$ cat src/hw/rio_pkg.sv
package rio_pkg;
  // Clock and input filter timing
  localparam int CLK_MHZ = 100;
  localparam int DEB_TIME_US = 100;
  localparam int DEB_CYC = DEB_TIME_US * CLK_MHZ;
  // Register byte offsets
  localparam logic [7:0] A_CTRL = 8'h00;
  localparam logic [7:0] A_THRESH = 8'h04;
  localparam logic [7:0] A_OV_LIM = 8'h08;
  localparam logic [7:0] A_OC_LIM = 8'h0C;
  localparam logic [7:0] A_OP_LIM = 8'h10;
  localparam logic [7:0] A_TRIP = 8'h14;
  localparam logic [7:0] A_STATUS = 8'h18;
  localparam logic [7:0] A_IRQ_ST = 8'h1C;
  localparam logic [7:0] A_IRQ_MSK = 8'h20;
  localparam logic [7:0] A_CMD = 8'h24;
  // Control register fields
  localparam int CB_PROG = 0;
  localparam int CB_A_INH = 1;
  localparam int CB_B_INH = 2;
  localparam int CB_SERIES = 3;
  // Command register fields
  localparam int CMD_ON = 0;
  localparam int CMD_OFF = 1;
  // Ratings and settable caps (1.1 x V, 1.1 x I, 1.05 x P)
  localparam logic [16:0] RATED_V = 17'h03E80;
  localparam logic [16:0] RATED_I = 17'h01F40;
  localparam logic [16:0] RATED_P = 17'h07530;
  localparam logic [16:0] CAP_V = RATED_V + RATED_V / 17'h0000A;
  localparam logic [16:0] CAP_I = RATED_I + RATED_I / 17'h0000A;
  localparam logic [16:0] CAP_P = RATED_P + RATED_P / 17'h00014;
  // Reset values
  localparam logic [3:0] CTRL_RST = 4'h0;
  localparam logic [15:0] RISE_RST = 16'h0100;
  localparam logic [15:0] FALL_RST = 16'h0080;
  localparam logic [15:0] OV_RST = RATED_V[15:0];
  localparam logic [15:0] OC_RST = RATED_I[15:0];
  localparam logic [15:0] OP_RST = RATED_P[15:0];
  localparam logic [7:0] IRQ_MSK_RST = 8'h00;
  localparam logic [4:0] PINS_RST = 5'h0F;
  localparam logic [1:0] RESP_OKAY = 2'h0;
  localparam logic [1:0] RESP_SLVERR = 2'h2;

  typedef struct packed {
    logic interlock;
    logic trig;
    logic topo;
    logic ctl_b;
    logic ctl_a;
  } rio_pins_t;

  typedef struct packed {
    logic inhibit;
    logic fan;
    logic ot;
    logic sop;
    logic soc;
    logic ov;
  } rio_trip_t;
endpackage : rio_pkg

$ cat src/hw/rio_top.sv
// Summary of operation
// - Live flag with rise/fall voltage hysteresis
// - Enabled status high while output on
// - Mode output high CV, low CC
// - Both control lines high off, low on
// - Inhibit low switches off, raises indication
// - Inhibit stays latched, blocks load on
// - Control input changes acted on within 5ms
// - Topology key guards series versus parallel wiring
// - Fault line low during any protection
// - Trigger falling edge advances program sequence
// - Overtemp output low during overtemperature
// - Interlock input temporarily switches output off
// - Fan stall trip latched until cleared
// - Overvoltage trip; limit above 1.1x rejected
// - Source overcurrent trip; limit capped 1.1x
// - Source overpower trip; limit capped 1.05x
// - Overtemp trip reported on both lines
//
// The implementer's own choices: the register addresses and the AXI4-Lite register port.
`timescale 1ns/1ps
`default_nettype none
module rio_top
  import rio_pkg::*;
#(
  parameter int DEB_CYC_P = DEB_CYC
)(
  // Clock, reset, enable
  input wire logic aclk,
  input wire logic aresetn,
  input wire logic aclken,
  // AXI4-Lite slave
  input wire logic [7:0] s_axi_awaddr,
  input wire logic s_axi_awvalid,
  output logic s_axi_awready,
  input wire logic [31:0] s_axi_wdata,
  input wire logic [3:0] s_axi_wstrb,
  input wire logic s_axi_wvalid,
  output logic s_axi_wready,
  output logic [1:0] s_axi_bresp,
  output logic s_axi_bvalid,
  input wire logic s_axi_bready,
  input wire logic [7:0] s_axi_araddr,
  input wire logic s_axi_arvalid,
  output logic s_axi_arready,
  output logic [31:0] s_axi_rdata,
  output logic [1:0] s_axi_rresp,
  output logic s_axi_rvalid,
  input wire logic s_axi_rready,
  // Connector inputs, asynchronous
  input wire logic ext_control_in_a,
  input wire logic ext_control_in_b,
  input wire logic topology_key,
  input wire logic sequence_trigger_in,
  input wire logic interlock_in,
  // Power stage state, same clock
  input wire logic [15:0] meas_voltage,
  input wire logic [15:0] meas_current,
  input wire logic [15:0] meas_power,
  input wire logic source_mode,
  input wire logic cv_mode,
  input wire logic temp_high,
  input wire logic fan_abnormal,
  input wire logic foldback,
  input wire logic input_ov,
  input wire logic input_uv,
  // Connector outputs
  output logic output_live_flag,
  output logic output_enabled_status,
  output logic regulation_mode_out,
  output logic overtemp_out_n,
  output logic fault_n,
  // Power stage control and events
  output logic output_on,
  output logic seq_advance,
  output logic irq
);

  function automatic logic [31:0] merge(input logic [31:0] old_v, input logic [31:0] new_v,
                                        input logic [3:0] strb);
    logic [31:0] m;
    m = {{8{strb[3]}}, {8{strb[2]}}, {8{strb[1]}}, {8{strb[0]}}};
    return (old_v & ~m) | (new_v & m);
  endfunction : merge

  function automatic logic fits(input logic [15:0] v, input logic [16:0] cap);
    return {1'b0, v} <= cap;
  endfunction : fits

  // Input synchroniser and debounce
  rio_pins_t pins_s1_r, pins_s2_r, pins_s3_r, filt_r, filt_d_r;
  logic [15:0] deb_cnt_r [5];
  wire rio_pins_t pins_raw = '{interlock: interlock_in, trig: sequence_trigger_in,
                               topo: topology_key, ctl_b: ext_control_in_b,
                               ctl_a: ext_control_in_a};

  always_ff @(posedge aclk)
  begin
    if (!aresetn)
    begin
      pins_s1_r <= PINS_RST;
      pins_s2_r <= PINS_RST;
      pins_s3_r <= PINS_RST;
      filt_r <= PINS_RST;
      filt_d_r <= PINS_RST;
      for (int i = 0; i < 5; i++) deb_cnt_r[i] <= 16'h0000;
    end
    else if (aclken)
    begin
      pins_s1_r <= pins_raw;
      pins_s2_r <= pins_s1_r;
      pins_s3_r <= pins_s2_r;
      filt_d_r <= filt_r;
      for (int i = 0; i < 5; i++)
      begin
        if (pins_s2_r[i] != pins_s3_r[i] || pins_s3_r[i] == filt_r[i])
          deb_cnt_r[i] <= 16'h0000;
        else if (deb_cnt_r[i] == 16'(DEB_CYC_P - 1))
        begin
          filt_r[i] <= pins_s3_r[i];
          deb_cnt_r[i] <= 16'h0000;
        end
        else
          deb_cnt_r[i] <= 16'(deb_cnt_r[i] + 16'h0001);
      end
    end
  end

  // AXI4-Lite write and read channels
  logic aw_got_r, w_got_r, awready_r, wready_r, bvalid_r, arready_r, rvalid_r;
  logic [7:0] aw_addr_r;
  logic [31:0] w_data_r, rdata_r;
  logic [3:0] w_strb_r;
  logic [1:0] bresp_r, rresp_r;
  wire wr_fire = aw_got_r & w_got_r & ~bvalid_r;
  wire [31:0] wv = w_data_r;

  logic [3:0] ctrl_r;
  logic [15:0] rise_r, fall_r, ov_lim_r, oc_lim_r, op_lim_r;
  logic [7:0] irq_st_r, irq_msk_r;
  rio_trip_t trip_r;
  logic load_on_r, live_r, mismatch_r;

  wire wr_ctrl = wr_fire && aw_addr_r == A_CTRL;
  wire wr_thr = wr_fire && aw_addr_r == A_THRESH;
  wire wr_ov = wr_fire && aw_addr_r == A_OV_LIM;
  wire wr_oc = wr_fire && aw_addr_r == A_OC_LIM;
  wire wr_op = wr_fire && aw_addr_r == A_OP_LIM;
  wire wr_trip = wr_fire && aw_addr_r == A_TRIP;
  wire wr_ist = wr_fire && aw_addr_r == A_IRQ_ST;
  wire wr_msk = wr_fire && aw_addr_r == A_IRQ_MSK;
  wire wr_cmd = wr_fire && aw_addr_r == A_CMD;
  wire [31:0] ov_new = merge({16'h0000, ov_lim_r}, wv, w_strb_r);
  wire [31:0] oc_new = merge({16'h0000, oc_lim_r}, wv, w_strb_r);
  wire [31:0] op_new = merge({16'h0000, op_lim_r}, wv, w_strb_r);
  wire ov_ok = fits(ov_new[15:0], CAP_V);
  wire oc_ok = fits(oc_new[15:0], CAP_I);
  wire op_ok = fits(op_new[15:0], CAP_P);
  wire wr_known = wr_ctrl | wr_thr | wr_ov | wr_oc | wr_op | wr_trip | wr_ist | wr_msk
                  | wr_cmd | (aw_addr_r == A_STATUS);
  wire wr_bad = ~wr_known | (wr_ov & ~ov_ok) | (wr_oc & ~oc_ok) | (wr_op & ~op_ok);
  wire [31:0] ctrl_new = merge({28'h0, ctrl_r}, wv, w_strb_r);
  wire [31:0] msk_new = merge({24'h0, irq_msk_r}, wv, w_strb_r);

  // Read decode
  wire [7:0] ra = {s_axi_araddr[7:2], 2'h0};
  wire [31:0] status_w = {22'h0, filt_r, mismatch_r, cv_mode, live_r, load_on_r, trip_r != 6'h0};
  wire rd_hit = ra <= A_CMD;
  wire [31:0] rd_data =
    ra == A_CTRL ? {28'h0, ctrl_r} :
    ra == A_THRESH ? {fall_r, rise_r} :
    ra == A_OV_LIM ? {16'h0, ov_lim_r} :
    ra == A_OC_LIM ? {16'h0, oc_lim_r} :
    ra == A_OP_LIM ? {16'h0, op_lim_r} :
    ra == A_TRIP ? {26'h0, trip_r} :
    ra == A_STATUS ? status_w :
    ra == A_IRQ_ST ? {24'h0, irq_st_r} :
    ra == A_IRQ_MSK ? {24'h0, irq_msk_r} : 32'h0000_0000;

  always_ff @(posedge aclk)
  begin
    if (!aresetn)
    begin
      {aw_got_r, w_got_r, bvalid_r, rvalid_r} <= 4'h0;
      {awready_r, wready_r, arready_r} <= 3'h7;
      aw_addr_r <= 8'h00;
      w_data_r <= 32'h0000_0000;
      w_strb_r <= 4'h0;
      bresp_r <= RESP_OKAY;
      rresp_r <= RESP_OKAY;
      rdata_r <= 32'h0000_0000;
    end
    else if (aclken)
    begin
      if (s_axi_awvalid && awready_r)
      begin
        aw_addr_r <= {s_axi_awaddr[7:2], 2'h0};
        aw_got_r <= 1'b1;
        awready_r <= 1'b0;
      end
      if (s_axi_wvalid && wready_r)
      begin
        w_data_r <= s_axi_wdata;
        w_strb_r <= s_axi_wstrb;
        w_got_r <= 1'b1;
        wready_r <= 1'b0;
      end
      if (wr_fire)
      begin
        {aw_got_r, w_got_r} <= 2'h0;
        bvalid_r <= 1'b1;
        bresp_r <= wr_bad ? RESP_SLVERR : RESP_OKAY;
      end
      if (bvalid_r && s_axi_bready)
      begin
        bvalid_r <= 1'b0;
        {awready_r, wready_r} <= 2'h3;
      end
      if (s_axi_arvalid && arready_r)
      begin
        arready_r <= 1'b0;
        rvalid_r <= 1'b1;
        rdata_r <= rd_data;
        rresp_r <= rd_hit ? RESP_OKAY : RESP_SLVERR;
      end
      if (rvalid_r && s_axi_rready)
      begin
        rvalid_r <= 1'b0;
        arready_r <= 1'b1;
      end
    end
  end

  // Configuration registers
  always_ff @(posedge aclk)
  begin
    if (!aresetn)
    begin
      ctrl_r <= CTRL_RST;
      {fall_r, rise_r} <= {FALL_RST, RISE_RST};
      {ov_lim_r, oc_lim_r, op_lim_r} <= {OV_RST, OC_RST, OP_RST};
      irq_msk_r <= IRQ_MSK_RST;
    end
    else if (aclken)
    begin
      if (wr_ctrl) ctrl_r <= ctrl_new[3:0];
      if (wr_thr) {fall_r, rise_r} <= merge({fall_r, rise_r}, wv, w_strb_r);
      if (wr_ov && ov_ok) ov_lim_r <= ov_new[15:0];
      if (wr_oc && oc_ok) oc_lim_r <= oc_new[15:0];
      if (wr_op && op_ok) op_lim_r <= op_new[15:0];
      if (wr_msk) irq_msk_r <= msk_new[7:0];
    end
  end

  // Control pins and protections
  wire both_load = ~ctrl_r[CB_A_INH] & ~ctrl_r[CB_B_INH];
  wire pair_hi = filt_r.ctl_a & filt_r.ctl_b;
  wire pair_lo = ~filt_r.ctl_a & ~filt_r.ctl_b;
  wire pair_hi_d = filt_d_r.ctl_a & filt_d_r.ctl_b;
  wire pair_lo_d = ~filt_d_r.ctl_a & ~filt_d_r.ctl_b;
  wire ext_off = both_load & pair_hi & ~pair_hi_d;
  wire ext_on = both_load & pair_lo & ~pair_lo_d;
  wire inh_now = (ctrl_r[CB_A_INH] & ~filt_r.ctl_a) | (ctrl_r[CB_B_INH] & ~filt_r.ctl_b);
  wire mismatch_w = filt_r.topo == ctrl_r[CB_SERIES];
  wire trig_fall = ctrl_r[CB_PROG] & filt_d_r.trig & ~filt_r.trig;
  wire sw_on = wr_cmd & w_strb_r[0] & wv[CMD_ON];
  wire sw_off = wr_cmd & w_strb_r[0] & wv[CMD_OFF];
  wire rio_trip_t trip_set = '{inhibit: inh_now, fan: fan_abnormal, ot: temp_high,
                               sop: source_mode && meas_power > op_lim_r,
                               soc: source_mode && meas_current > oc_lim_r,
                               ov: meas_voltage > ov_lim_r};
  wire [5:0] trip_clr = wr_trip ? (wv[5:0] & {6{w_strb_r[0]}}) : 6'h00;
  wire [5:0] trip_nxt = (trip_r & ~trip_clr) | trip_set;
  wire block_on = (trip_r != 6'h0) | mismatch_r;
  wire on_req = sw_on | ext_on;
  wire off_req = sw_off | ext_off;
  wire load_on_nxt = (trip_nxt != 6'h0 || mismatch_w) ? 1'b0 : (off_req ? 1'b0 :
                     ((on_req & ~block_on) ? 1'b1 : load_on_r));
  wire live_nxt = meas_voltage > rise_r ? 1'b1 : (meas_voltage < fall_r ? 1'b0 : live_r);
  wire prot_any = trip_r.ov | trip_r.soc | trip_r.sop | trip_r.ot | trip_r.fan
                  | foldback | input_ov | input_uv;
  wire [7:0] irq_ev = {mismatch_w & ~mismatch_r, trig_fall, trip_nxt & ~trip_r};
  wire [7:0] irq_clr = wr_ist ? (wv[7:0] & {8{w_strb_r[0]}}) : 8'h00;
  wire [7:0] irq_st_nxt = (irq_st_r & ~irq_clr) | irq_ev;

  always_ff @(posedge aclk)
  begin
    if (!aresetn)
    begin
      trip_r <= 6'h00;
      {load_on_r, live_r, mismatch_r} <= 3'h0;
      irq_st_r <= 8'h00;
      {output_live_flag, output_enabled_status, regulation_mode_out, output_on} <= 4'h0;
      {overtemp_out_n, fault_n} <= 2'h3;
      {seq_advance, irq} <= 2'h0;
    end
    else if (aclken)
    begin
      trip_r <= trip_nxt;
      load_on_r <= load_on_nxt;
      live_r <= live_nxt;
      mismatch_r <= mismatch_w;
      irq_st_r <= irq_st_nxt;
      output_live_flag <= live_nxt;
      output_on <= load_on_nxt & ~filt_r.interlock;
      output_enabled_status <= load_on_nxt & ~filt_r.interlock;
      regulation_mode_out <= cv_mode;
      overtemp_out_n <= ~trip_r.ot;
      fault_n <= ~prot_any;
      seq_advance <= trig_fall;
      irq <= |(irq_st_nxt & irq_msk_r);
    end
  end

  assign s_axi_awready = awready_r;
  assign s_axi_wready = wready_r;
  assign s_axi_bvalid = bvalid_r;
  assign s_axi_bresp = bresp_r;
  assign s_axi_arready = arready_r;
  assign s_axi_rvalid = rvalid_r;
  assign s_axi_rdata = rdata_r;
  assign s_axi_rresp = rresp_r;
endmodule : rio_top
`default_nettype wire

$ cat config.mk
export PLATFORM = sky130hd
export DESIGN_NAME = rio_top
export DESIGN_NICKNAME = d
export VERILOG_FILES = /design/src/hw/rio_pkg.sv /design/src/hw/rio_top.sv
export SDC_FILE = /design/constraint.sdc
export NUM_CORES = 1
export LEC_CHECK = 0
export BUFFER_PORTS_ARGS = -buffer_cell sky130_fd_sc_hd__buf_2
export CAP_MARGIN = 15
export CORE_MARGIN = 5
export CORE_UTILIZATION = 48
export CTS_CLUSTER_DIAMETER = 120
export CTS_CLUSTER_SIZE = 10
export DETAILED_ROUTE_END_ITERATION = 8
export HOLD_SLACK_MARGIN = 0.15
export PLACE_DENSITY = 0.67
export SYNTH_ARGS = -nofsm -noshare
export SYNTH_HDL_FRONTEND = slang
export SYNTH_SLANG_ARGS = --single-unit
$ cat constraint.sdc
create_clock -name aclk -period 3.7 [get_ports aclk]
set_input_delay 0.555 -clock aclk [delete_from_list [all_inputs] [get_ports aclk]]
set_output_delay 0.555 -clock aclk [all_outputs]
set_load 0.02 [all_outputs]
## Word level (Yosys, flattened, before mapping)

Memories as Yosys holds them, arrays and structs flattened.
Index checks and enable logic that the tools add are counted.

- Memory bits (writable): 80
- Flip-flop bits (word level): 223
- Memories kept: 1
- Logic and storage cells: 395

- Equal/unequal tests: 33
- Add/subtract/negate cells: 5
- Reductions and logical operators: 59
- Magnitude comparators: 9
- Mux-type cells: 118
- Bitwise operators: 111

Memories:

| memory | words | bits a word | read ports | clocked after memory_dff | write ports | line | text |
|---|---|---|---|---|---|---|---|
| deb_cnt_r | 5 | 16 | 5 | 0 | 5 | rio_top.sv:92 | `logic [15:0] deb_cnt_r [5];` |

Operator list:

| kind | number |
|---|---|
| $mux W16 | 18 |
| $mux W1 | 90 |
| $add A16 B1 Y16 const B | 5 |
| $eq A16 B14 Y1 const B | 5 |
| $and A32 B32 Y32 | 2 |
| $gt A16 B16 Y1 | 4 |
| $mux W32 | 2 |
| $and A16 B16 Y16 | 3 |
| $eq A6 B3 Y1 const B | 8 |
| $or A16 B16 Y16 | 3 |
| $or A1 B1 Y1 | 38 |
| $reduce_and A2 Y1 | 17 |
| $and A8 B8 Y8 | 4 |
| $le A16 B15 Y1 const B | 2 |
| $not A32 Y32 | 1 |
| $or A32 B32 Y32 | 1 |
| $and A1 B1 Y1 | 24 |
| $eq A6 B2 Y1 const B | 4 |
| $mux W8 | 3 |
| $not A1 Y1 | 24 |
| $mux W10 | 2 |
| $logic_and A1 B1 Y1 | 19 |
| $and A6 B6 Y6 | 3 |
| $eq A6 B4 Y1 const B | 3 |
| 20 further kinds | 50 |

## Depth between registers and ports, before layout

- Depth in word-level cells: 17
- Mapped depth: 9
- Depth with buffers taken out: 9

## Least setup slack after synthesis

No wires, ideal clock.

- Path type: input to register
- From: in aclken
- To: mem deb_cnt_r[0][0] (enable)
- Arrival: 2.057 ns
- Buffers on the path: 2
- Cell stages on the path: 4
- Data required time: 3.298 ns
- Path slack: 1.241 ns
- Setup time: 0.402 ns
- Cells stage by stage: buf_2 -> clkbuf_1 -> nor2b_1 -> inv_1

RTL lines:

| item | line | text |
|---|---|---|
| start, declared | rio_top.sv:31 | `input wire logic aclken,` |
| end, declared | rio_top.sv:92 |  |

==> summary.txt <==
Largest fanout on the critical path = 8
First-pass DRT Iterations = 7
Length in cells of the worst reg-to-reg path = 6
Routed wire length = 46990 µm
Share of power burned in combinational logic = 8.0%
Worst Clk Skew = 0.03024 ns
Hold Slack = 0.2699 ns
HPWL after detailed placement = 34680 µm
Starting utilization of the core area = 48.38%
Total Neg Setup Slack = 0 ns
Critical path, cell by cell = nand3b_1 > or2_2 > nor3_1 > nand4_1 > mux2i_1 > nor2b_1
Final period utilization = 84.06%
Post-layout minimum cycle time = 3.110 ns
Average cell area after synthesis = 8.706 µm²
Via density per instance = 5.753
Fraction of post-synthesis cell area in the top cell type by area = 27.41%
Type of element capturing the critical path = register
CTS Hold Bufs = 0
Share of final-layout standard cells stronger than drive strength 1 = 12.51%
Unrepaired setup endpoints after global routing = no
Type of the worst setup path = reg2reg
Count of yosys warnings during synthesis = 0
Net count reported at finish = 2189
Number of remaining DRC errors = 0
Combined global-route utilization of all metal layers = 24.11%
CTS H-tree depth = 2
Number of placement rows = 67
Max-capacitance violation count = 0
Overall die width = 193.4 µm
Launching point of the worst reg2reg path = s_axi_bvalid
Floorplan core area = 33360 µm²
Post-CTS setup-driven buffer insertion count = 0
Internal Dissipation = 5.509 mW
Vias after detailed routing = 14.07k
Total net switching power = 1.763 mW
Cell depth of the worst min-delay path = 3
Final count of pins violating max slew = 0
Leading cell types in the layout, fill and taps excluded = nand2_1, dfxtp_1, buf_2, nor2_1, nand3_1
Path class of the lowest-slack min-delay path = in2reg
Remaining antenna violation count = 0
Startpoint of the worst hold path = sequence_trigger_in
Most common cell after layout, fill and taps aside = nand2_1
Routability Congestion = 0.9693
Final instance area = 18350 µm²
Arrival time reported for the critical path endpoint = 3.50 ns
Switching Share = 24.24%
Area after detailed placement = 17370 µm²
Static power due to leakage = 7.241 nW
Data required time of the worst path = 4.09 ns
Number of hold-slack violations in the final timing report = 0
Critical Path Start Type = register
Source-to-sink clock delay at the later pin of the worst-skew pair = 0.52 ns
Multi-input gate area = 8496 µm²
Overflow left after global routing = 0
R2R Setup Slk = 0.59 ns
Outcome = completed
Netlist area before placement = 16140 µm²
Total clock buffers created by CTS = 36
Sequential Area = 6827 µm²
Area growth from synthesis to layout = 13.69%
Tightest slew margin relative to the limit = 30.48%
Pin count of the biggest net entering global routing = 117
Top cells by area, synth = dfxtp_1, edfxtp_1, ha_1, nand2_1, mux2i_1
Power density over cell area = 396.3 nW/µm²
Top flip-flop cell by instance count after synthesis = dfxtp_1
Clock power share = 42.9%
Number of flip-flops and latches in the synthesized netlist = 301
Number of clock sinks = 301
Slew at the pin with the worst max-slew slack = 1.043 ns
Portion of total power attributed to sequential cells = 49.1%
Count of pins on the block boundary = 169
Via count of the first global-routing pass = 13.80k
Chip height = 193.4 µm
Buffer depth of the longest clock path = 3
Clock-pin slew on the worst setup and hold paths = 0.06 ns
Buffer cell driving the clock tree root = clkbuf_16
IO buf count = 162
Number of fill cells = 3107
Proportion of synthesized flip-flops having asynchronous set or reset = 0%
Number of design-rule violations left by the first detailed-router iteration = 1405
Count of instances resized after the clock tree is built = 0
Top achievable clock speed = 321.5 MHz
Global-route wire length before repair = 74910 µm
Die area = 37390 µm²
Kind of cell adding the most delay to the critical path = simple AND/OR/NAND/NOR gates
Cell at the slowest stage of the critical path = nand4_1
Number of buffer and inverter instances along the worst setup path = 0
Distinct cells, synth = 74
Final setup fails = 0
Final routed wire length divided by cell count = 19.21 µm
Initial antenna violation count = 0
Cell count after synthesis = 1854
Register area share after synthesis = 42.29%
Critical Path Max Stage Delay = 0.65 ns
EDFF count, synth = 80
Hold path endpoint = pins_s1_r[3]
Antenna cell count = 0
TritonCTS clock tree = done
Dominant cell type by area after synthesis = dfxtp_1
Maximum vdd ir drop = 0.2539 mV
[synthesized netlist by cell type, types with 4 or more instances]
| cell | n |
|---|---|
| nand2_1 | 272 |
| dfxtp_1 | 221 |
| nor2_1 | 127 |
| nand3_1 | 120 |
| inv_1 | 105 |
| a21boi_0 | 93 |
| a21oi_1 | 84 |
| ha_1 | 84 |
| edfxtp_1 | 80 |
| mux2i_1 | 76 |
| clkbuf_1 | 75 |
| o21ai_0 | 74 |
| nor2b_1 | 43 |
| nand4_1 | 36 |
| xor2_1 | 34 |
| xnor2_1 | 31 |
| and3_1 | 27 |
| nor3_1 | 26 |
| o211ai_1 | 20 |
| a21o_1 | 15 |
| buf_1 | 14 |
| or3_1 | 14 |
| buf_2 | 13 |
| nor4_1 | 12 |
| a31oi_1 | 11 |
| a22o_1 | 10 |
| nand3b_1 | 10 |
| a211oi_1 | 9 |
| a22oi_1 | 8 |
| and2_1 | 7 |
| or4_1 | 7 |
| a222oi_1 | 6 |
| nand2b_1 | 6 |
| nand4b_1 | 5 |
| o22ai_1 | 5 |
| nor4b_1 | 4 |
| o21a_1 | 4 |
| or4b_1 | 4 |
[layout make-up]
cell class | instances | share of cell area [%]
Timing Repair Buffer | 198 | 5.939
Sequential cell | 301 | 37.20
Inverter | 105 | 2.148
Multi-Input combinational cell | 1343 | 46.30
Clock inverter | 1 | 0.04773
Tap cell | 448 | 3.055
Clock buffer | 50 | 5.312
[worst max path at each step]
stage / startpoint / end / cells past startpoint
floorplan: aclken / deb_cnt_r[0][0] / 4
global placement: w_data_r[7] / op_lim_r[2] / 7
detailed placement: w_data_r[7] / op_lim_r[0] / 7
CTS: w_data_r[7] / op_lim_r[0] / 7
global route: s_axi_bvalid / register / 6
finish: s_axi_bvalid / register / 6
[layer usage]
metal | GRT usage [%] | wire, µm | part of all wire [%] | vias to the layer above
met1 | 33.89 | 21360 | 45 | 6583
met2 | 37.69 | 20550 | 44 | 551
li1 | - | - | - | 6820
met3 | 4.436 | 3453 | 7.3 | 118
met4 | 8.025 | 1627 | 3.5 | 0
met5 | 0 | 0 | 0 | -
[cells by family after synthesis]
| group | count (synthesis) | synth area share [%] |
|---|---|---|
| flops | 301 | 42.29 |
| xor+xnor | 65 | 3.527 |
| simple gates | 735 | 21.95 |
| buf+inv | 211 | 5.124 |
| mux | 78 | 4.992 |
| fa+ha+maj | 84 | 6.512 |
| compound gates | 379 | 15.57 |
| other cells | 1 | 0.02323 |
[metrics by stage]
step	total power, mW	worst slack, ns	utilization (%)	cells
final	7.271	0.5898	55.00	2446
after global routing	7.545	0.5938	55.00	2446
after CTS	7.320	0.7077	55.00	2446
after detailed placement	4.213	0.7275	52.05	2395
after global placement	4.197	0.7305	52.05	2395
after floorplan	3.963	1.241	-	1855
[power by group through the flow]
| stage | Combinational (mW) | Clock (mW) | Sequential [mW] |
|---|---|---|---|
| 2_1_floorplan | 0.363 | 0 | 3.60 |
| 4_1_cts | 0.581 | 3.17 | 3.57 |
| 3_3_place_gp | 0.565 | 0 | 3.63 |
| 3_5_place_dp | 0.577 | 0 | 3.64 |
| 6_report | 0.582 | 3.12 | 3.57 |
| 5_1_grt | 0.641 | 3.33 | 3.58 |
[tightest hold or removal path, stage by stage]
cell and delay [ns]:
buf_2 0.07, mux2i_1 0.05, nand2_1 0.05
Note: power is estimated with default switching activity, not from simulation.
